--- src/hw/ssc_regs.svh ---
`ifndef SSC_REGS_SVH
`define SSC_REGS_SVH
// serial word layout
`define SSC_WORD_BITS 22
`define SSC_DATA_BITS 18
`define SSC_ADDR_BITS 4
// serial register addresses
`define SSC_A_MAIN 4'h0
`define SSC_A_GAIN 4'h1
`define SSC_A_PWR 4'h2
`define SSC_A_N_UP 4'h3
`define SSC_A_N_LO 4'h4
`define SSC_A_N_IF 4'h5
`define SSC_A_R_UP 4'h6
`define SSC_A_R_LO 4'h7
`define SSC_A_R_IF 4'h8
`define SSC_A_LAST 4'h8
// field positions
`define SSC_HALVE_BIT 6
`define SSC_AUX_LSB 3
`define SSC_IFDIV_LSB 7
`define SSC_PWR_RF_BIT 0
`define SSC_PWR_IF_BIT 1
`define SSC_AUX_WARN 3'h3
// reset values
`define SSC_WORD_RST 18'h00000
// self-tuning length in phase detector update periods
`define SSC_TUNE_PERIODS 4'hD
// apb byte offsets
`define SSC_APB_STATUS 12'h000
`define SSC_APB_CTRL 12'h004
`define SSC_APB_SHADOW 12'h040
`endif

--- src/hw/ssc_pkg.sv ---
`include "ssc_regs.svh"
package ssc_pkg;
    // per-loop tuning state, one-hot
    typedef enum logic [2:0] {
        SSC_OFF = 3'b001,
        SSC_TUNE = 3'b010,
        SSC_RUN = 3'b100
    } ssc_tune_e;

    // serial receiver state
    typedef struct packed {
        logic clkMeta;
        logic clkSync;
        logic clkLast;
        logic senMeta;
        logic senSync;
        logic senLast;
        logic datMeta;
        logic datSync;
        logic [`SSC_WORD_BITS-1:0] shift;
        logic wordValid;
        logic [`SSC_ADDR_BITS-1:0] wordAddr;
        logic [`SSC_DATA_BITS-1:0] wordData;
    } ssc_rx_s;

    // top-level state
    typedef struct packed {
        logic pinMeta;
        logic pinSync;
        logic refMeta;
        logic refSync;
        logic refLast;
        logic refPhase;
        logic refPulse;
        logic [2:0] vcoMeta;
        logic [2:0] vcoSync;
        logic [2:0] vcoLast;
        logic [2:0] vcoPulse;
        logic [2:0] nearMeta;
        logic [2:0] nearSync;
        logic [8:0][`SSC_DATA_BITS-1:0] word;
        logic ifPwr;
        logic rfPwr;
        logic refAmp;
        logic upperActive;
        ssc_tune_e [2:0] tune;
        logic [2:0][3:0] tuneCnt;
        logic [2:0] restart;
        logic warnN;
        logic aux;
        logic pready;
        logic pslverr;
        logic [31:0] prdata;
    } ssc_top_s;
endpackage : ssc_pkg

--- src/hw/ssc_phase_div.sv ---
`timescale 1ns/1ps
`default_nettype none
module ssc_phase_div #(
    parameter int W = 19
) (
    input wire logic clk,
    input wire logic reset_n,
    input wire logic restart,
    input wire logic tickIn,
    input wire logic [W-1:0] divisor,
    output logic tickOut
);
    typedef struct packed {
        logic [W-1:0] cnt;
        logic tick;
    } ssc_div_s;

    ssc_div_s st;
    ssc_div_s next_st;

    // one output tick per divisor input ticks; zero acts as one
    always_comb begin
        next_st = st;
        next_st.tick = 1'b0;
        if (restart) begin
            next_st.cnt = '0;
        end else if (tickIn) begin
            if (divisor == '0 || st.cnt >= divisor - W'(1)) begin
                next_st.cnt = '0;
                next_st.tick = 1'b1;
            end else begin
                next_st.cnt = st.cnt + W'(1);
            end
        end
    end

    // state register
    always_ff @(posedge clk or negedge reset_n) begin
        if (!reset_n) begin
            st <= '0;
        end else begin
            st <= next_st;
        end
    end

    assign tickOut = st.tick;
endmodule : ssc_phase_div
`default_nettype wire

--- src/hw/ssc_serial_rx.sv ---
`timescale 1ns/1ps
`default_nettype none
module ssc_serial_rx
    import ssc_pkg::*;
(
    input wire logic clk,
    input wire logic reset_n,
    input wire logic serialShiftClock,
    input wire logic serial_frame_select_n,
    input wire logic serial_data_in,
    output logic wordValid,
    output logic [`SSC_ADDR_BITS-1:0] wordAddr,
    output logic [`SSC_DATA_BITS-1:0] wordData
);
    ssc_rx_s st;
    ssc_rx_s next_st;

    // pins pass two flops; edges are found on the second stage only
    always_comb begin
        next_st = st;
        next_st.clkMeta = serialShiftClock;
        next_st.clkSync = st.clkMeta;
        next_st.clkLast = st.clkSync;
        next_st.senMeta = serial_frame_select_n;
        next_st.senSync = st.senMeta;
        next_st.senLast = st.senSync;
        next_st.datMeta = serial_data_in;
        next_st.datSync = st.datMeta;
        next_st.wordValid = 1'b0;
        // shift only inside a frame; older leading bits fall off the top
        if (!st.senSync && st.clkSync && !st.clkLast) begin
            next_st.shift = {st.shift[`SSC_WORD_BITS-2:0], st.datSync};
        end
        // frame end: last four bits are the address, the 18 before are data
        if (st.senSync && !st.senLast) begin
            next_st.wordValid = 1'b1;
            next_st.wordAddr = st.shift[`SSC_ADDR_BITS-1:0];
            next_st.wordData = st.shift[`SSC_WORD_BITS-1:`SSC_ADDR_BITS];
        end
    end

    // select idles high, so its stages reset high to avoid a false frame end
    always_ff @(posedge clk or negedge reset_n) begin
        if (!reset_n) begin
            st <= '0;
            st.senMeta <= 1'b1;
            st.senSync <= 1'b1;
            st.senLast <= 1'b1;
        end else begin
            st <= next_st;
        end
    end

    assign wordValid = st.wordValid;
    assign wordAddr = st.wordAddr;
    assign wordData = st.wordData;
endmodule : ssc_serial_rx
`default_nettype wire

--- src/hw/ssc_top.sv ---
`timescale 1ns/1ps
`default_nettype none
module ssc_top
    import ssc_pkg::*;
(
    input wire logic clk,
    input wire logic reset_n,
    // three-wire serial link
    input wire logic serialShiftClock,
    input wire logic serial_frame_select_n,
    input wire logic serial_data_in,
    // device pins
    input wire logic powerdown_pin_n,
    input wire logic reference_input,
    input wire logic [2:0] vcoFeedbackIn,
    input wire logic [2:0] loopNearLimit,
    // apb slave
    input wire logic [11:0] paddr,
    input wire logic psel,
    input wire logic penable,
    input wire logic pwrite,
    input wire logic [31:0] pwdata,
    output logic [31:0] prdata,
    output logic pready,
    output logic pslverr,
    // synthesizer controls
    output logic if_section_power_on,
    output logic rf_section_power_on,
    output logic refAmpOn,
    output logic upperRfLoopActive,
    output logic [2:0] loopTuning,
    output logic [1:0] ifOutDivide,
    output logic [2:0] pdRefTick,
    output logic [2:0] pdFbTick,
    output logic lock_margin_warn_n,
    output logic aux_output_pin
);
    // loop index 0 is IF, 1 the upper RF loop, 2 the lower RF loop
    ssc_top_s st;
    ssc_top_s next_st;

    logic wordValid; // one-cycle pulse at frame end
    logic [`SSC_ADDR_BITS-1:0] wordAddr; // destination of the word
    logic [`SSC_DATA_BITS-1:0] wordData; // data field of the word
    logic [2:0] refTick; // divided reference per loop
    logic [2:0] fbTick; // divided feedback per loop
    logic [2:0][18:0] refDivisor; // R per loop
    logic [2:0][18:0] fbDivisor; // N or 2N per loop

    // serial receiver; runs whatever the power state
    ssc_serial_rx u_rx (
        .clk(clk),
        .reset_n(reset_n),
        .serialShiftClock(serialShiftClock),
        .serial_frame_select_n(serial_frame_select_n),
        .serial_data_in(serial_data_in),
        .wordValid(wordValid),
        .wordAddr(wordAddr),
        .wordData(wordData)
    );

    // divisor selection: RF feedback doubles N, IF uses N as is
    always_comb begin
        refDivisor[0] = {1'b0, st.word[`SSC_A_R_IF]};
        refDivisor[1] = {1'b0, st.word[`SSC_A_R_UP]};
        refDivisor[2] = {1'b0, st.word[`SSC_A_R_LO]};
        fbDivisor[0] = {1'b0, st.word[`SSC_A_N_IF]};
        fbDivisor[1] = {st.word[`SSC_A_N_UP], 1'b0};
        fbDivisor[2] = {st.word[`SSC_A_N_LO], 1'b0};
    end

    // two dividers per loop feed the phase detector
    genvar gi;
    generate
        for (gi = 0; gi < 3; gi++) begin : g_loop
            // reference side, fed by the optionally halved reference
            ssc_phase_div #(.W(19)) u_ref (
                .clk(clk),
                .reset_n(reset_n),
                .restart(st.restart[gi]),
                .tickIn(st.refPulse),
                .divisor(refDivisor[gi]),
                .tickOut(refTick[gi])
            );
            // feedback side, fed by synchronised vco rising-edge pulses
            ssc_phase_div #(.W(19)) u_fb (
                .clk(clk),
                .reset_n(reset_n),
                .restart(st.restart[gi]),
                .tickIn(st.vcoPulse[gi]),
                .divisor(fbDivisor[gi]),
                .tickOut(fbTick[gi])
            );
        end
    endgenerate

    logic apbSetup; // setup phase of an apb transfer
    logic apbWrite; // completing apb write
    logic [3:0] shadowIdx; // serial register index under apb
    logic shadowHit; // apb address falls in the read-back window
    logic [1:0] retune; // software retune strobes: IF, active RF
    logic [8:0] wrote; // serial register written this cycle
    logic [2:0] loopOn; // loop powered, new value
    logic [2:0] wasOn; // loop powered, old value
    logic [2:0] freqWr; // loop frequency reprogrammed
    logic [2:0] start; // begin self-tuning
    logic [2:0] loopRun; // loop past tuning
    logic anyTune; // some loop tuning
    logic refEdge; // rising edge of the reference

    // all next-state logic of the block
    always_comb begin
        next_st = st;
        // pin synchronisers; the first stage is never read below
        next_st.pinMeta = powerdown_pin_n;
        next_st.pinSync = st.pinMeta;
        next_st.refMeta = reference_input;
        next_st.refSync = st.refMeta;
        next_st.refLast = st.refSync;
        next_st.vcoMeta = vcoFeedbackIn;
        next_st.vcoSync = st.vcoMeta;
        next_st.vcoLast = st.vcoSync;
        next_st.vcoPulse = st.vcoSync & ~st.vcoLast;
        next_st.nearMeta = loopNearLimit;
        next_st.nearSync = st.nearMeta;

        // reference halving drops every other edge
        refEdge = st.refSync && !st.refLast;
        next_st.refPulse = 1'b0;
        if (refEdge) begin
            next_st.refPhase = !st.refPhase;
            if (st.word[`SSC_A_MAIN][`SSC_HALVE_BIT]) begin
                next_st.refPulse = st.refPhase;
            end else begin
                next_st.refPulse = 1'b1;
            end
        end

        // apb decode; writes land at the edge that completes the access
        apbSetup = psel && !penable;
        apbWrite = psel && penable && st.pready && pwrite;
        shadowIdx = paddr[5:2];
        shadowHit = paddr[11:6] == `SSC_APB_SHADOW >> 6 && shadowIdx <= `SSC_A_LAST;
        retune = 2'h0;
        if (apbWrite && paddr == `SSC_APB_CTRL) begin
            retune = pwdata[1:0];
        end

        // serial writes; out-of-range addresses are dropped
        wrote = 9'h000;
        if (wordValid && wordAddr <= `SSC_A_LAST) begin
            next_st.word[wordAddr] = wordData;
            wrote[wordAddr] = 1'b1;
        end

        // the last RF divider written picks the active RF loop
        if (wrote[`SSC_A_N_UP] || wrote[`SSC_A_R_UP]) begin
            next_st.upperActive = 1'b1;
        end else if (wrote[`SSC_A_N_LO] || wrote[`SSC_A_R_LO]) begin
            next_st.upperActive = 1'b0;
        end

        // a low pin overrides the power bits; both edges act at once
        next_st.ifPwr = st.pinSync && next_st.word[`SSC_A_PWR][`SSC_PWR_IF_BIT];
        next_st.rfPwr = st.pinSync && next_st.word[`SSC_A_PWR][`SSC_PWR_RF_BIT];
        next_st.refAmp = next_st.ifPwr || next_st.rfPwr;

        // which loops run now and ran before
        loopOn[0] = next_st.ifPwr;
        loopOn[1] = next_st.rfPwr && next_st.upperActive;
        loopOn[2] = next_st.rfPwr && !next_st.upperActive;
        wasOn[0] = st.ifPwr;
        wasOn[1] = st.rfPwr && st.upperActive;
        wasOn[2] = st.rfPwr && !st.upperActive;
        freqWr[0] = wrote[`SSC_A_N_IF] || wrote[`SSC_A_R_IF];
        freqWr[1] = wrote[`SSC_A_N_UP] || wrote[`SSC_A_R_UP];
        freqWr[2] = wrote[`SSC_A_N_LO] || wrote[`SSC_A_R_LO];
        start[0] = loopOn[0] && (!wasOn[0] || freqWr[0] || retune[0]);
        start[1] = loopOn[1] && (!wasOn[1] || freqWr[1] || retune[1]);
        start[2] = loopOn[2] && (!wasOn[2] || freqWr[2] || retune[1]);

        // per-loop tuning sequencer, counted in reference update periods
        for (int i = 0; i < 3; i++) begin
            next_st.restart[i] = start[i] || !loopOn[i];
            if (!loopOn[i]) begin
                // unpowered or unselected loop holds still
                next_st.tune[i] = SSC_OFF;
                next_st.tuneCnt[i] = 4'h0;
            end else if (start[i]) begin
                next_st.tune[i] = SSC_TUNE;
                next_st.tuneCnt[i] = 4'h0;
            end else begin
                unique case (st.tune[i])
                    SSC_OFF: begin
                        next_st.tune[i] = SSC_TUNE;
                    end
                    SSC_TUNE: begin
                        // tuning ends after the set number of updates
                        if (refTick[i]) begin
                            if (st.tuneCnt[i] == `SSC_TUNE_PERIODS - 4'h1) begin
                                next_st.tune[i] = SSC_RUN;
                            end else begin
                                next_st.tuneCnt[i] = st.tuneCnt[i] + 4'h1;
                            end
                        end
                    end
                    SSC_RUN: begin
                        next_st.tune[i] = SSC_RUN;
                    end
                    default: begin
                        // illegal code recovers by retuning
                        next_st.tune[i] = SSC_TUNE;
                        next_st.tuneCnt[i] = 4'h0;
                    end
                endcase
            end
        end

        // warning: high while tuning, or when a running loop nears its limit
        anyTune = 1'b0;
        loopRun = 3'h0;
        for (int i = 0; i < 3; i++) begin
            anyTune = anyTune || next_st.tune[i] == SSC_TUNE;
            loopRun[i] = next_st.tune[i] == SSC_RUN;
        end
        next_st.warnN = anyTune || |(st.nearSync & loopRun);
        if (st.word[`SSC_A_MAIN][`SSC_AUX_LSB +: 3] == `SSC_AUX_WARN) begin
            next_st.aux = next_st.warnN;
        end else begin
            // other selections are not built here and read low
            next_st.aux = 1'b0;
        end

        // apb answer: data and ready are prepared in the setup cycle
        next_st.pready = apbSetup;
        next_st.pslverr = 1'b0;
        next_st.prdata = 32'h0000_0000;
        if (apbSetup) begin
            if (paddr == `SSC_APB_STATUS) begin
                next_st.prdata = {24'h00_0000, st.pinSync, st.warnN, st.rfPwr,
                                  st.ifPwr, st.upperActive, loopTuning};
            end else if (paddr == `SSC_APB_CTRL) begin
                // retune strobes read back as zero
                next_st.prdata = 32'h0000_0000;
            end else if (shadowHit) begin
                next_st.prdata = {14'h0000, st.word[shadowIdx]};
            end else begin
                // unmapped address answers with an error
                next_st.pslverr = 1'b1;
            end
        end
    end

    // single state register; reset leaves everything off and quiet except the warning, which starts high
    always_ff @(posedge clk or negedge reset_n) begin
        if (!reset_n) begin
            st <= '0;
            st.tune <= {SSC_OFF, SSC_OFF, SSC_OFF};
            st.warnN <= 1'b1;
        end else begin
            st <= next_st;
        end
    end

    // outputs straight from state flops
    assign prdata = st.prdata;
    assign pready = st.pready;
    assign pslverr = st.pslverr;
    assign if_section_power_on = st.ifPwr;
    assign rf_section_power_on = st.rfPwr;
    assign refAmpOn = st.refAmp;
    assign upperRfLoopActive = st.upperActive;
    assign ifOutDivide = st.word[`SSC_A_MAIN][`SSC_IFDIV_LSB +: 2];
    assign lock_margin_warn_n = st.warnN;
    assign aux_output_pin = st.aux;
    assign pdRefTick = refTick;
    assign pdFbTick = fbTick;

    // tuning flags per loop
    always_comb begin
        for (int i = 0; i < 3; i++) begin
            loopTuning[i] = st.tune[i] == SSC_TUNE;
        end
    end
endmodule : ssc_top
`default_nettype wire
--- config.mk ---
export PLATFORM = sky130hd
export DESIGN_NAME = ssc_top
export DESIGN_NICKNAME = d
export VERILOG_FILES = /design/src/hw/ssc_pkg.sv /design/src/hw/ssc_phase_div.sv /design/src/hw/ssc_serial_rx.sv /design/src/hw/ssc_top.sv
export VERILOG_INCLUDE_DIRS = /design/src /design/src/hw
export SDC_FILE = /design/constraint.sdc
export NUM_CORES = 1
export LEC_CHECK = 0
export ABC_AREA = 0
export BUFFER_PORTS_ARGS = -buffer_cell sky130_fd_sc_hd__buf_2
export CORE_ASPECT_RATIO = 1.2
export CORE_MARGIN = 2
export CORE_UTILIZATION = 56
export CTS_BUF_LIST = sky130_fd_sc_hd__clkbuf_2
export DETAILED_ROUTE_END_ITERATION = 6
export GPL_TIMING_DRIVEN = 0
export PLACE_DENSITY = 0.81
export SYNTH_ARGS = -nofsm -noshare
export SYNTH_HDL_FRONTEND = slang
export SYNTH_HIERARCHICAL = 1
export SYNTH_SLANG_ARGS = --single-unit
--- constraint.sdc ---
create_clock -name clk -period 8.2 [get_ports clk]
set_input_delay 1.64 -clock clk [delete_from_list [all_inputs] [get_ports clk]]
set_output_delay 1.64 -clock clk [all_outputs]
set_load 0.01 [all_outputs]
==> results of run 1 <==
-- worst max-delay path, cell delays in order, from the launching register on --
cell and delay [ns]:
sky130_fd_sc_hd__dfrtp_1 0.53, sky130_fd_sc_hd__or4_1 0.59, sky130_fd_sc_hd__nor3_1 0.49, sky130_fd_sc_hd__nand3_1 0.21, sky130_fd_sc_hd__nor4_1 0.31, sky130_fd_sc_hd__xnor2_1 0.20, sky130_fd_sc_hd__ha_1 0.30, sky130_fd_sc_hd__a21oi_1 0.17
sky130_fd_sc_hd__o21ai_0 0.11, sky130_fd_sc_hd__nor3_1 0.97, sky130_fd_sc_hd__buf_2 0.40, sky130_fd_sc_hd__nand3_1 0.11, sky130_fd_sc_hd__a31oi_1 0.19
-- placed cells by master (no fill, tap or decap), drive strengths merged, types with 25 or more instances in the layout --
cell type and count:
a21oi 105, a31oi 49, and3b 31, buf 167
clkbuf 200, clkinv 32, conb 30, dfrtp 403
ha 138, inv 37, mux2 206, mux4 36
nand2 164, nand2b 98, nand3 130, nand4 103
nor2 169, nor2b 27, nor3 68, nor3b 26
nor4 39, o211ai 61, o21ai 45, xnor2 80
xor2 25
-- power by group through the flow --
stage / clock (mW) / sequential [mW] / combinational [mW]
6_report: 1.45 / 2.26 / 1.80
3_3_place_gp: 0 / 2.29 / 1.67
5_1_grt: 1.59 / 2.27 / 2.01
2_1_floorplan: 0 / 2.25 / 1.36
4_1_cts: 1.49 / 2.26 / 1.79
3_5_place_dp: 0 / 2.30 / 1.77
-- cell families (layout without fill, tap and decap cells) --
group / after synthesis / in the layout
AOI/OAI and AO/OA: 318 / 318
and+or+nand+nor: 958 / 958
DFF: 410 / 410
muxes: 262 / 262
xor gates and xnor gates: 105 / 105
other: 1 / 32
adders and majority gates: 138 / 138
buffers and inverters: 187 / 444
-- flip-flops by register name, indices dropped and copies added, names as in the netlist, 2 cells and up --
| register | cells |
|---|---|
| g_loop.u_ref/st | 57 |
| next_st | 12 |
| g_loop.u_fb/st | 57 |
| refDivisor | 54 |
| g_loop.u_fb/tickOut | 3 |
| st | 89 |
| fbDivisor | 54 |
| u_rx/st | 25 |
| prdata | 18 |
| ifOutDivide | 2 |
| u_rx/wordData | 18 |
| g_loop.u_ref/tickOut | 3 |
| u_rx/wordAddr | 4 |
| u_rx/next_st | 5 |
-- synth_stat cells, types with 39 or more instances --
cell,instances
sky130_fd_sc_hd__xnor2_1,80
sky130_fd_sc_hd__nand2b_1,98
sky130_fd_sc_hd__nor4_1,39
sky130_fd_sc_hd__nor3_1,68
sky130_fd_sc_hd__nand3_1,124
sky130_fd_sc_hd__mux2_2,187
sky130_fd_sc_hd__a31oi_1,49
sky130_fd_sc_hd__o211ai_1,61
sky130_fd_sc_hd__a21oi_1,105
sky130_fd_sc_hd__buf_4,62
sky130_fd_sc_hd__nand4_1,103
sky130_fd_sc_hd__dfrtp_1,403
sky130_fd_sc_hd__nor2_1,169
sky130_fd_sc_hd__ha_1,138
sky130_fd_sc_hd__nand2_1,164
sky130_fd_sc_hd__clkbuf_1,42
-- layer usage --
metal | wire (um) | GRT usage
met1 | 24980 | 0.3386
met5 | 11 | 0
met2 | 31990 | 0.4827
met4 | 2695 | 0.1510
met3 | 4429 | 0.05072
-- final cells by class --
class	count	area, um^2	area share
timing repair buffer	67	412.9	0.01530
inverter	33	123.9	0.004590
clock inverter	38	211.5	0.007835
antenna	2	5.005	0.0001855
clock buffer	152	760.7	0.02819
sequential	410	10270	0.3805
tap	559	699.4	0.02592
buffer	154	1040	0.03853
multi-input combinational	1811	13470	0.4990
-- metrics by stage --
step | worst slack, ns | instances | hold slack [ns] | setup TNS [ns] | power, mW
2_1_floorplan | 4.641 | 2408 | 0.3312 | 0 | 3.607
3_3_place_gp | -2.473 | 3031 | 0.3327 | -974.15 | 3.958
3_5_place_dp | 3.728 | 3034 | 0.3365 | 0 | 4.073
4_1_cts | 3.602 | 3224 | 0.3422 | 0 | 5.536
5_1_grt | 3.193 | 3225 | 0.3649 | 0 | 5.874
6_report | 3.434 | 3226 | 0.3417 | 0 | 5.508
-- how the worst max path moves through the flow --
stage,endpoint,cells past startpoint,from
after floorplan,g_loop[1].u_fb/st[4],12,fbDivisor[21]
after global placement,g_loop[0].u_fb/tickOut,1,reset_n
after detailed placement,g_loop[1].u_fb/st[5],12,fbDivisor[21]
after CTS,g_loop[1].u_fb/st[5],12,fbDivisor[21]
after global routing,g_loop[1].u_fb/st[2],12,fbDivisor[21]
final,g_loop[1].u_fb/st[5],12,fbDivisor[21]
==> out/results.env, run 1 <==
FINAL_CORE_UTILIZATION=0.6172
CLOCK_INSERTION_DELAY_WORST_SKEW_NS=1.20
DRIVE_ABOVE_1_SHARE=0.2334
FINALCLOCKSKEW_NS=0.1391
MIN_DELAY_PATH_DEPTH=0
NUM_VIAS=20120
WIRE_LENGTH_OF_THE_FIRST_GLOBAL_ROUTING_PASS_UM=103600
MAX_FREQ_MHz=209.8
DIE_W_UM=196.1
GRT_SETUP_UNREPAIRED='false'
ROUTE.DETAILED.DRC=0
GR-USAGE-ALL-LAYERS=0.2810
CLK_PIN_SLEW_WORST_PATHS_NS=0.11
DPL.HPWL_UM=46030
SYNTH.YOSYS.WARNINGS=6
WORST_R2R_PATH_DEPTH=12
CRITPATHARRIVALTIME_NS=5.76
SYNTHCELLS=2379
PLACE_AREA_UM2=26010
HOLDCRITPATHCLASS='flop to flop'
GLOBALPLACE.CONGESTION=0.9230
PWR_DENSITY_CELL_nW_PER_UM2=204.1
POWER.SHARE.COMBINATIONAL=0.327
CTS_HOLD_REPAIR.BUFFERS=0
ASYNC_FLOP_SHARE=1.000
SYNTH_FA_HA_AREA_FRAC=0.06965
NET-SWITCHING-POWER_mW=2.063
POWER_FRAC_CLOCK=0.263
WORSTSETUPENDPOINTTYPE='flop'
N_FILL_CELL=3519
FINALHOLDVIOLATIONS=0
SYN_AREA_PER_CELL_UM2=10.42
CLOCK_TREE.ROOT_CELL='sky130_fd_sc_hd__clkbuf_2'
ANTENNA_VIOLATING_NETS_POST_ROUTE=0
DIE-HEIGHT_UM=234.5
ROUTED_WIRE_LENGTH_PER_INSTANCE_UM=19.87
MAXCAPVIOLATIONS=0
CORE_AREA_UM2=43720
VIASPERCELL=6.236
RR_ENDPOINT='g_loop[1].u_fb/st[5]'
SYNTH_FLOP_CELL='sky130_fd_sc_hd__dfrtp_1'
POWER.INTERNAL_mW=3.445
POWER_LEAKAGE_nW=12.73
TRITONCTS_NUM_SINKS=410
CTS_SETUP_BUFFERS=0
AREA_GROWTH_FROM_SYNTHESIS_TO_LAYOUT_PCT=8.868
MAXIMUM_NUMBER_OF_PINS_ON_ONE_NET_BEFORE_GLOBAL_ROUTE_REPAIR=129
FINALWORSTPATHREQUIREDPERIOD_NS=4.766
CLOCK_TREE.HTREE_LEVEL_COUNT=3
TIMING_WORST_SETUP_PATH_TYPE='flop to flop'
NUM_ROWS=84
POST_SYNTH_XOR_AREA_FRACTION=0.03710
PART_OF_THE_YOSYS_AREA_USED_FOR_SEQUENTIAL_ELEMENTS=0.4142
FIN_CRIT_SH=0.5813
CRIT_PATH_MAX_FANOUT=10
YOSYS.AREA.TOP_TYPE='sky130_fd_sc_hd__dfrtp_1'
HOLD_PATH.STARTPOINT='u_rx/next_st[47]'
YS_FF_LATCH=410
CTS-ROOT-TO-SINK-BUFFERS=3
FIN_NETS=2779
FLOORPLAN.INITIALDENSITY=0.5670
MUXSHAREOFSYNTHAREA=0.1372
SYNTH_ENABLE_FLOP_CELLS=0
SYNTH_SIMPLE_GATE_AREA_FRAC=0.2138
CRIT-REG2REG-LAUNCH='fbDivisor[21]'
MOST_AREA_CONSUMING_CELLS_AFTER_SYNTHESIS='sky130_fd_sc_hd__dfrtp_1 (41%), sky130_fd_sc_hd__mux2_2 (8.5%), sky130_fd_sc_hd__ha_1 (7.0%), sky130_fd_sc_hd__mux4_2 (3.3%), sky130_fd_sc_hd__xnor2_1 (2.8%)'
TIMING.MAX_SLEW.REL_SLACK=0.1804
CLOCK_BUFFER_COUNT_FROM_CTS=104
DESIGN_AREA_UM2=26990
SEQ_POWER_SHARE=0.411
FP.DIEAREA_UM2=45970
SYNTH_AREA_UM2=24790
PIN_COUNT=111
TIGHTESTPINTRANSITION_NS=1.220
INITIALDRTVIOLATIONCOUNT=1569
SYNTH_TOP_AREA_FRAC=0.4068
FIRSTDRTPASSITERS=6
BUFFER_PORTS.INSERTED=64
NUMBER_OF_ANTENNA_VIOLATIONS_AT_THE_FIRST_CHECK_IN_GLOBAL_ROUTING=4
DRT-TOTAL-WL_UM=64110
POWER_SWITCHING_SHARE=0.3746
COMBINATIONAL_FAMILY_WITH_THE_MOST_AREA_AFTER_SYNTHESIS='simple AND/OR/NAND/NOR gates'
REG2REG_SLACK_NS=3.43
SYNTH-COMPOUND-AREA-SHARE=0.08086
CTS_REPAIR_RESIZE_COUNT=0
WORSTPATHREQUIRED_NS=9.19
MAX-VDD-IR-DROP_uV=148.2
SYNTHDISTINCTLIBCELLS=69
RUN_STATUS='completed'
GRT.OVERFLOW.TOTAL=0
WORST_HOLD_PATH.ENDPOINT='u_rx/st[47]'
TRITONCTS='built'
REPORT.FINAL.SLEW_VIOL_COUNT=0
FIRST_GLOBAL_VIAS=20360
CRITPATHLAUNCHTYPE='flop'
FINAL-SETUP-VIOL-COUNT=0
Power figures use the tool's default switching activity.
==> run 2: changes to the inputs <==
- PLACE_DENSITY: 0.81 -> 0.83
- clock period: 8.2 -> 4.2 ns (I/O delays scaled with it)
==> run 2 against run 1 <==
Fmax is 20% higher. Cell area is 0.98% higher. Sequential cell count stayed put. Routed wire length is 0.43% higher. Sequential power is 96% higher. Final cell count is 0.25% higher. Critical endpoint is now g_loop[2].u_ref/st[2]. Highest routed layer unchanged.
==> out/results.env, run 2 (synthesized netlist as in run 1, its figures left out) <==
MAXCAPVIOLATIONS=0
POWER_FRAC_CLOCK=0.259
NUM_ROWS=84
CRIT_PATH_TOP_DELAY_CELL='sky130_fd_sc_hd__or4_1'
FINAL_COMMON_CELL='sky130_fd_sc_hd__dfrtp_1'
REG2REG_SLACK_NS=0.23
PATH_BUF_INV=1
WORST_HOLD_PATH.ENDPOINT='pslverr'
POWER.INTERNAL_mW=6.768
MOST-COMMON-LAYOUT-CELLS='sky130_fd_sc_hd__dfrtp_1 (403), sky130_fd_sc_hd__mux2_2 (187), sky130_fd_sc_hd__nor2_1 (169)'
CRITPATHARRIVALTIME_NS=4.94
FIRSTDRTPASSITERS=6
CRITICAL_PATH.CELL_CHAIN='or4_1, nor3_2, nand3_1, nor4_1, xnor2_1, ha_1, a21oi_1, o21ai_0, nor3_4, buf_2, nand4_1, a21oi_1'
VIASPERCELL=6.287
CRITICAL-PATH-TOP-DELAY-FAMILY='simple AND/OR/NAND/NOR gates'
CLOCK_INSERTION_DELAY_WORST_SKEW_NS=1.11
BUFFER_PORTS.INSERTED=64
POWER.SHARE.COMBINATIONAL=0.332
FIN_CRIT_SH=0.9456
REPORT.FINAL.SLEW_VIOL_COUNT=0
TIMING.MAX_SLEW.REL_SLACK=0.3213
FINALCLOCKSKEW_NS=0.09074
MIN_DELAY_PATH_DEPTH=3
WORST_R2R_PATH_DEPTH=12
POWER_SWITCHING_SHARE=0.3729
WORSTPATHREQUIRED_NS=5.17
MAX_FREQ_MHz=251.8
FLOORPLAN.INITIALDENSITY=0.5670
SEQ_POWER_SHARE=0.410
RUN_STATUS='completed'
FINALHOLDVIOLATIONS=0
AREA_GROWTH_FROM_SYNTHESIS_TO_LAYOUT_PCT=9.933
REG_WITH_MOST_FFS='st'
FP.DIEAREA_UM2=45970
POWER_LEAKAGE_nW=12.83
TIMING_WORST_SETUP_PATH_TYPE='flop to flop'
PIN_COUNT=111
LARGEST_REG_FLOPS=89
DIE_W_UM=196.1
FIN_NETS=2791
HOLDCRITPATHCLASS='input pin to flop'
CLK_PIN_SLEW_WORST_PATHS_NS=0.11
CLOCK_TREE.HTREE_LEVEL_COUNT=3
DIE-HEIGHT_UM=234.5
HOLD_PATH.STARTPOINT='paddr[7]'
PWR_DENSITY_CELL_nW_PER_UM2=396.0
CRIT_PATH_MAX_FANOUT=10
GRT_SETUP_UNREPAIRED='false'
TIGHTESTPINTRANSITION_NS=1.015
DRIVE_ABOVE_1_SHARE=0.2409
CLOCK_BUFFER_COUNT_FROM_CTS=101
GRT.OVERFLOW.TOTAL=0
ROUTED_WIRE_LENGTH_PER_INSTANCE_UM=19.91
RR_ENDPOINT='g_loop[2].u_ref/st[2]'
CORE_AREA_UM2=43720
CRIT-REG2REG-LAUNCH='refDivisor[41]'
POWER.TOTAL_mW=10.79
REG_TOP3='st: 89 flops, g_loop.u_fb/st: 57 flops, g_loop.u_ref/st: 57 flops'
POST_LAYOUT_NONFILLER_INSTANCES=3234
MAX_STAGE_DELAY_NS=0.60
FINALWORSTPATHREQUIREDPERIOD_NS=3.971
TRITONCTS_NUM_SINKS=410
WIRE_LENGTH_OF_THE_FIRST_GLOBAL_ROUTING_PASS_UM=104000
INITIALDRTVIOLATIONCOUNT=1636
FINAL-SETUP-VIOL-COUNT=0
CTS-ROOT-TO-SINK-BUFFERS=3
NET-SWITCHING-POWER_mW=4.024
MAXIMUM_NUMBER_OF_PINS_ON_ONE_NET_BEFORE_GLOBAL_ROUTE_REPAIR=109
GR-USAGE-ALL-LAYERS=0.2815
PLACED_CELLS_INCL_TAPS=3035
MAX-VDD-IR-DROP_uV=248.0
TRITONCTS='built'
NUMBER_OF_ANTENNA_VIOLATIONS_AT_THE_FIRST_CHECK_IN_GLOBAL_ROUTING=3
DRT-TOTAL-WL_UM=64390
DPL.HPWL_UM=46650
NUM_VIAS=20330
CLOCK_TREE.ROOT_CELL='sky130_fd_sc_hd__clkbuf_2'
ANTENNA_VIOLATING_NETS_POST_ROUTE=0
WORST_PATH_MOST_REPEATED_CELL='sky130_fd_sc_hd__a21oi_1'
WORSTSETUPENDPOINTTYPE='flop'
ROUTE.DETAILED.DRC=0
CRITPATHLAUNCHTYPE='flop'
FIRST_GLOBAL_VIAS=20370
GLOBALPLACE.CONGESTION=0.9292
==> run 2: changes by cell type in the layout (fill, tap and decap cells not counted), sizes merged <==
cell | before | now
dlygate4sd3 | 6 | 20
clkbuf | 200 | 194
buf | 167 | 168
bufinv | 1 | 2
clkinv | 32 | 31
inv | 37 | 36
==> run 2: power by group through the flow <==
stage | Combinational, mW | Clock [mW] | Sequential [mW]
6_report | 3.58 | 2.79 | 4.42
5_1_grt | 3.96 | 3.08 | 4.44
3_3_place_gp | 3.26 | 0 | 4.47
3_5_place_dp | 3.48 | 0 | 4.49
2_1_floorplan | 2.66 | 0 | 4.38
4_1_cts | 3.52 | 2.87 | 4.41
==> run 2: repair_timing <==
| item | CTS | global route |
|---|---|---|
| resized for setup | 12 | 21 |
| hold endpoints to repair | 215 | 0 |
| setup buffers | 0 | 0 |
| setup endpoints to repair | 92 | 110 |
| hold buffers | 14 | 0 |
==> run 2: metrics by stage <==
| step | TNS, ns | area (um^2) | worst slack (ns) | util | hold WS, ns |
|---|---|---|---|---|---|
| 2_1_floorplan | 0 | 24900 | 0.6405 | - | 0.3312 |
| 5_1_grt | 0 | 27250 | 0.01247 | 0.6232 | 0.05766 |
| 6_report | 0 | 27250 | 0.2287 | 0.6233 | 0.08896 |
| 3_5_place_dp | -9.254 | 26040 | -0.2340 | 0.5955 | 0.3347 |
| 4_1_cts | 0 | 27180 | 0.003254 | 0.6218 | 0.01916 |
| 3_3_place_gp | -2279.77 | 25920 | -5.641 | 0.5928 | 0.3336 |
==> run 2: layout make-up <==
cell class                 instances  area, um^2
clock buffer                     146       730.7
sequential                       410       10270
tap                              559       699.4
multi-input combinational       1811       13570
timing repair buffer              82       580.6
antenna                            2       5.005
buffer                           154        1046
clock inverter                    37       222.7
fill                            3420       16470
inverter                          33       123.9
==> run 2: worst max path at each step <==
stage	start	endpoint	cells after the start
global placement	reset_n	g_loop[0].u_fb/tickOut	1
CTS	refDivisor[3]	g_loop[0].u_ref/st[11]	13
floorplan	fbDivisor[21]	g_loop[1].u_fb/st[4]	12
global route	fbDivisor[2]	g_loop[0].u_fb/st[4]	12
detailed placement	fbDivisor[40]	g_loop[2].u_fb/st[4]	12
finish	refDivisor[41]	g_loop[2].u_ref/st[2]	12
==> run 2: worst reg2reg max path, cell delays in order (launching register included) <==
cell and delay, ns:
sky130_fd_sc_hd__dfrtp_1 0.54, sky130_fd_sc_hd__or4_1 0.61, sky130_fd_sc_hd__nor3_2 0.30, sky130_fd_sc_hd__nand3_1 0.22, sky130_fd_sc_hd__nor4_1 0.33, sky130_fd_sc_hd__xnor2_1 0.18
sky130_fd_sc_hd__ha_1 0.27, sky130_fd_sc_hd__a21oi_1 0.14, sky130_fd_sc_hd__o21ai_0 0.17, sky130_fd_sc_hd__nor3_4 0.42, sky130_fd_sc_hd__buf_2 0.31, sky130_fd_sc_hd__nand4_1 0.15
sky130_fd_sc_hd__a21oi_1 0.18
==> run 2: per-layer routing <==
layer	global-route usage	vias up	part of all wire
met4	0.1638	2	0.050
li1	-	9236	-
met1	0.3359	9975	0.38
met2	0.4774	898	0.49
met5	0	-	0.00025
met3	0.05645	220	0.076
==> run 3: changes to the inputs <==
- CELL_PAD_IN_SITES_DETAIL_PLACEMENT: default -> 0
- CELL_PAD_IN_SITES_GLOBAL_PLACEMENT: default -> 2
- CORE_UTILIZATION: 56 -> 39
- PLACE_DENSITY: 0.83 -> 0.86
- RECOVER_POWER: default -> 100
==> run 3 against run 2 <==
The flow now finishes with violations (capacitance limit, slew limit). Worst setup slack worse by 0.036 ns. Hold slack better by 0.19 ns. Sequential power about the same. Global-route usage decreased by 7.2 points. Critical path depth increased by 1. Clock skew rose by 0.057 ns. Largest cell class unchanged. Largest power group unchanged. Highest routed layer unchanged.
==> out/results.env, run 3 (synthesized netlist as in run 1, its figures left out) <==
N_FILL_CELL=6081
CLOCK_TREE.ROOT_CELL='sky130_fd_sc_hd__clkbuf_2'
AREA_OF_COMBINATIONAL_CELLS_WITH_MULTIPLE_INPUTS_UM2=13510
RUN_STATUS='finished with violations'
RR_ENDPOINT='g_loop[0].u_fb/st[10]'
NET-SWITCHING-POWER_mW=4.027
MAX_FREQ_MHz=249.5
CLOCK_TREE.HTREE_LEVEL_COUNT=3
FLOORPLAN.INITIALDENSITY=0.3931
WORSTPATHREQUIRED_NS=5.25
FINAL_CORE_UTILIZATION=0.4360
BUFFER_PORTS.INSERTED=64
PLACE_WS_NS=-0.4139
FIN_CRIT_SH=0.9541
FAILING_CHECKS='capacitance limit, slew limit'
DIE_W_UM=234.1
FINAL-SETUP-VIOL-COUNT=0
TIMING.MAX_SLEW.REL_SLACK=-1.188
PLACED_CELLS_INCL_TAPS=3300
POWER_FRAC_CLOCK=0.275
MIN_DELAY_PATH_DEPTH=4
FINALCLOCKSKEW_NS=0.1480
HOLDCRITPATHCLASS='input pin to flop'
NUM_VIAS=19750
HOLD_PATH.STARTPOINT='pwdata[0]'
POST_LAYOUT_NONFILLER_INSTANCES=3514
CLOCK_BUFFER_COUNT_FROM_CTS=110
NUM_ROWS=101
REG_TOP3='st: 89 flops, g_loop.u_fb/st: 57 flops, g_loop.u_ref/st: 57 flops'
POWER.TOTAL_mW=10.90
FIN_NETS=2802
CORE_AREA_UM2=63060
DPL.HPWL_UM=49700
POWER_SWITCHING_SHARE=0.3695
GLOBALPLACE.CONGESTION=0.8591
WORSTSETUPENDPOINTTYPE='flop'
FINAL_COMMON_CELL='sky130_fd_sc_hd__dfrtp_1'
FIRST_GLOBAL_VIAS=19970
CRIT-REG2REG-LAUNCH='fbDivisor[2]'
AREA_GROWTH_FROM_SYNTHESIS_TO_LAYOUT_PCT=10.92
REG_WITH_MOST_FFS='st'
MOST-COMMON-LAYOUT-CELLS='sky130_fd_sc_hd__dfrtp_1 (403), sky130_fd_sc_hd__mux2_2 (185), sky130_fd_sc_hd__clkbuf_2 (176)'
TRITONCTS_NUM_SINKS=410
PWR_DENSITY_CELL_nW_PER_UM2=396.4
WORST_HOLD_PATH.ENDPOINT='st[53]'
GR-USAGE-ALL-LAYERS=0.2098
CRITPATHARRIVALTIME_NS=5.06
FP.DIEAREA_UM2=65600
DRT-TOTAL-WL_UM=68110
FF_LATCH_AREA_UM2=10270
WIRE_LENGTH_OF_THE_FIRST_GLOBAL_ROUTING_PASS_UM=109500
DRIVE_ABOVE_1_SHARE=0.2172
POWER.INTERNAL_mW=6.873
GRT.OVERFLOW.TOTAL=0
FIRSTDRTPASSITERS=5
FINALWORSTPATHREQUIREDPERIOD_NS=4.007
PIN_COUNT=111
MAXCAPVIOLATIONS=1
CLK_PIN_SLEW_WORST_PATHS_NS=0.09
INITIALDRTVIOLATIONCOUNT=1182
HOLDWS_NS=0.2804
REPORT.FINAL.SLEW_VIOL_COUNT=65
CRIT_PATH_MAX_FANOUT=10
LARGEST_REG_FLOPS=89
REG2REG_SLACK_NS=0.19
TRITONCTS='built'
ROUTE.DETAILED.DRC=0
WORST_R2R_PATH_DEPTH=13
MAXIMUM_NUMBER_OF_PINS_ON_ONE_NET_BEFORE_GLOBAL_ROUTE_REPAIR=95
ANTENNA_VIOLATING_NETS_POST_ROUTE=0
NUMBER_OF_ANTENNA_VIOLATIONS_AT_THE_FIRST_CHECK_IN_GLOBAL_ROUTING=3
VIASPERCELL=5.621
POWER_LEAKAGE_nW=12.64
TIMING_WORST_SETUP_PATH_TYPE='flop to flop'
FINALHOLDVIOLATIONS=0
DIE-HEIGHT_UM=280.2
CTS-ROOT-TO-SINK-BUFFERS=3
SEQ_POWER_SHARE=0.405
TIGHTESTPINTRANSITION_NS=3.281
FINALWORSTSETUPSLACK_NS=0.1927
CRITPATHLAUNCHTYPE='flop'
ROUTED_WIRE_LENGTH_PER_INSTANCE_UM=19.38
MAX-VDD-IR-DROP_uV=246.7
CLOCK_INSERTION_DELAY_WORST_SKEW_NS=1.17
POWER.SHARE.COMBINATIONAL=0.320
GRT_SETUP_UNREPAIRED='false'
==> run 3: cell count changes in the layout (fill, tap and decap cells not counted), moves of 3 or more <==
cell	before	now
sky130_fd_sc_hd__buf_4	62	58
sky130_fd_sc_hd__buf_2	82	36
sky130_fd_sc_hd__mux2_4	19	2
sky130_fd_sc_hd__mux2_1	0	19
sky130_fd_sc_hd__clkinv_2	8	4
sky130_fd_sc_hd__clkbuf_4	6	9
sky130_fd_sc_hd__buf_6	15	9
sky130_fd_sc_hd__clkbuf_2	151	176
sky130_fd_sc_hd__clkbuf_1	37	86
==> run 3: worst max path at each step <==
stage                   start                      end  slack [ns]  depth (start not counted)
2_1_floorplan   fbDivisor[21]     g_loop[1].u_fb/st[4]        0.64                         12
3_3_place_gp          reset_n   g_loop[1].u_fb/tickOut       -6.02                          1
3_5_place_dp   refDivisor[40]  g_loop[2].u_ref/tickOut       -0.41                         12
4_1_cts        refDivisor[21]  g_loop[1].u_ref/tickOut      0.0001                         12
5_1_grt               reset_n   g_loop[1].u_ref/st[19]        0.01                          4
6_report         fbDivisor[2]    g_loop[0].u_fb/st[10]        0.19                         13
==> run 3: timing repair <==
action | 4_1_cts | 5_1_grt
setup buffers | 0 | 0
endpoints found under the setup margin | 113 | 95
hold buffers | 16 | 0
resized for setup | 18 | 19
endpoints found under the hold margin | 77 | 0
==> run 3: worst max-delay path, cell delays in order (launching register included) <==
cell and delay (ns):
sky130_fd_sc_hd__dfrtp_1 0.47, sky130_fd_sc_hd__or4_1 0.58, sky130_fd_sc_hd__nor3_2 0.30, sky130_fd_sc_hd__nand2_1 0.14, sky130_fd_sc_hd__nor3_1 0.20, sky130_fd_sc_hd__xnor2_1 0.18
sky130_fd_sc_hd__ha_1 0.28, sky130_fd_sc_hd__nand3_1 0.11, sky130_fd_sc_hd__nor2_1 0.06, sky130_fd_sc_hd__a221o_1 0.35, sky130_fd_sc_hd__o21ai_2 0.42, sky130_fd_sc_hd__clkbuf_1 0.49
sky130_fd_sc_hd__nand4_1 0.16, sky130_fd_sc_hd__a31oi_1 0.16
==> run 3: stage by stage <==
| stage | instance area [um^2] | setup TNS [ns] |
|---|---|---|
| after global placement | 26250 | -2445.21 |
| final | 27500 | 0 |
| after detailed placement | 26370 | -17.99 |
| after global routing | 27500 | 0 |
| after CTS | 27670 | 0 |
| after floorplan | 24900 | 0 |
==> run 3: layout make-up <==
type | instances | share of cell area
multi-input cells | 1811 | 0.4914
repair buffers | 84 | 0.01961
clock inverters | 33 | 0.008555
clock buffers | 164 | 0.02985
flip-flops and latches | 410 | 0.3735
diodes | 1 | 0.00009101
plain buffers | 154 | 0.03499
inverters | 33 | 0.004505
well taps | 824 | 0.03750
==> run 3: per-layer routing <==
layer	track usage	routed length [um]
met5	0	13
met4	0.06848	1514
met3	0.03415	3214
met2	0.3554	33950
met1	0.2718	29410
==> run 3: power by group through the flow <==
stage                     Combinational (mW)  Clock (mW)  Sequential, mW
after floorplan                         2.66           0            4.38
after global placement                  3.38           0            4.48
after detailed placement                3.50           0            4.49
after CTS                               3.56        3.13            4.42
after global routing                    3.91        3.33            4.44
final                                   3.49        2.99            4.41
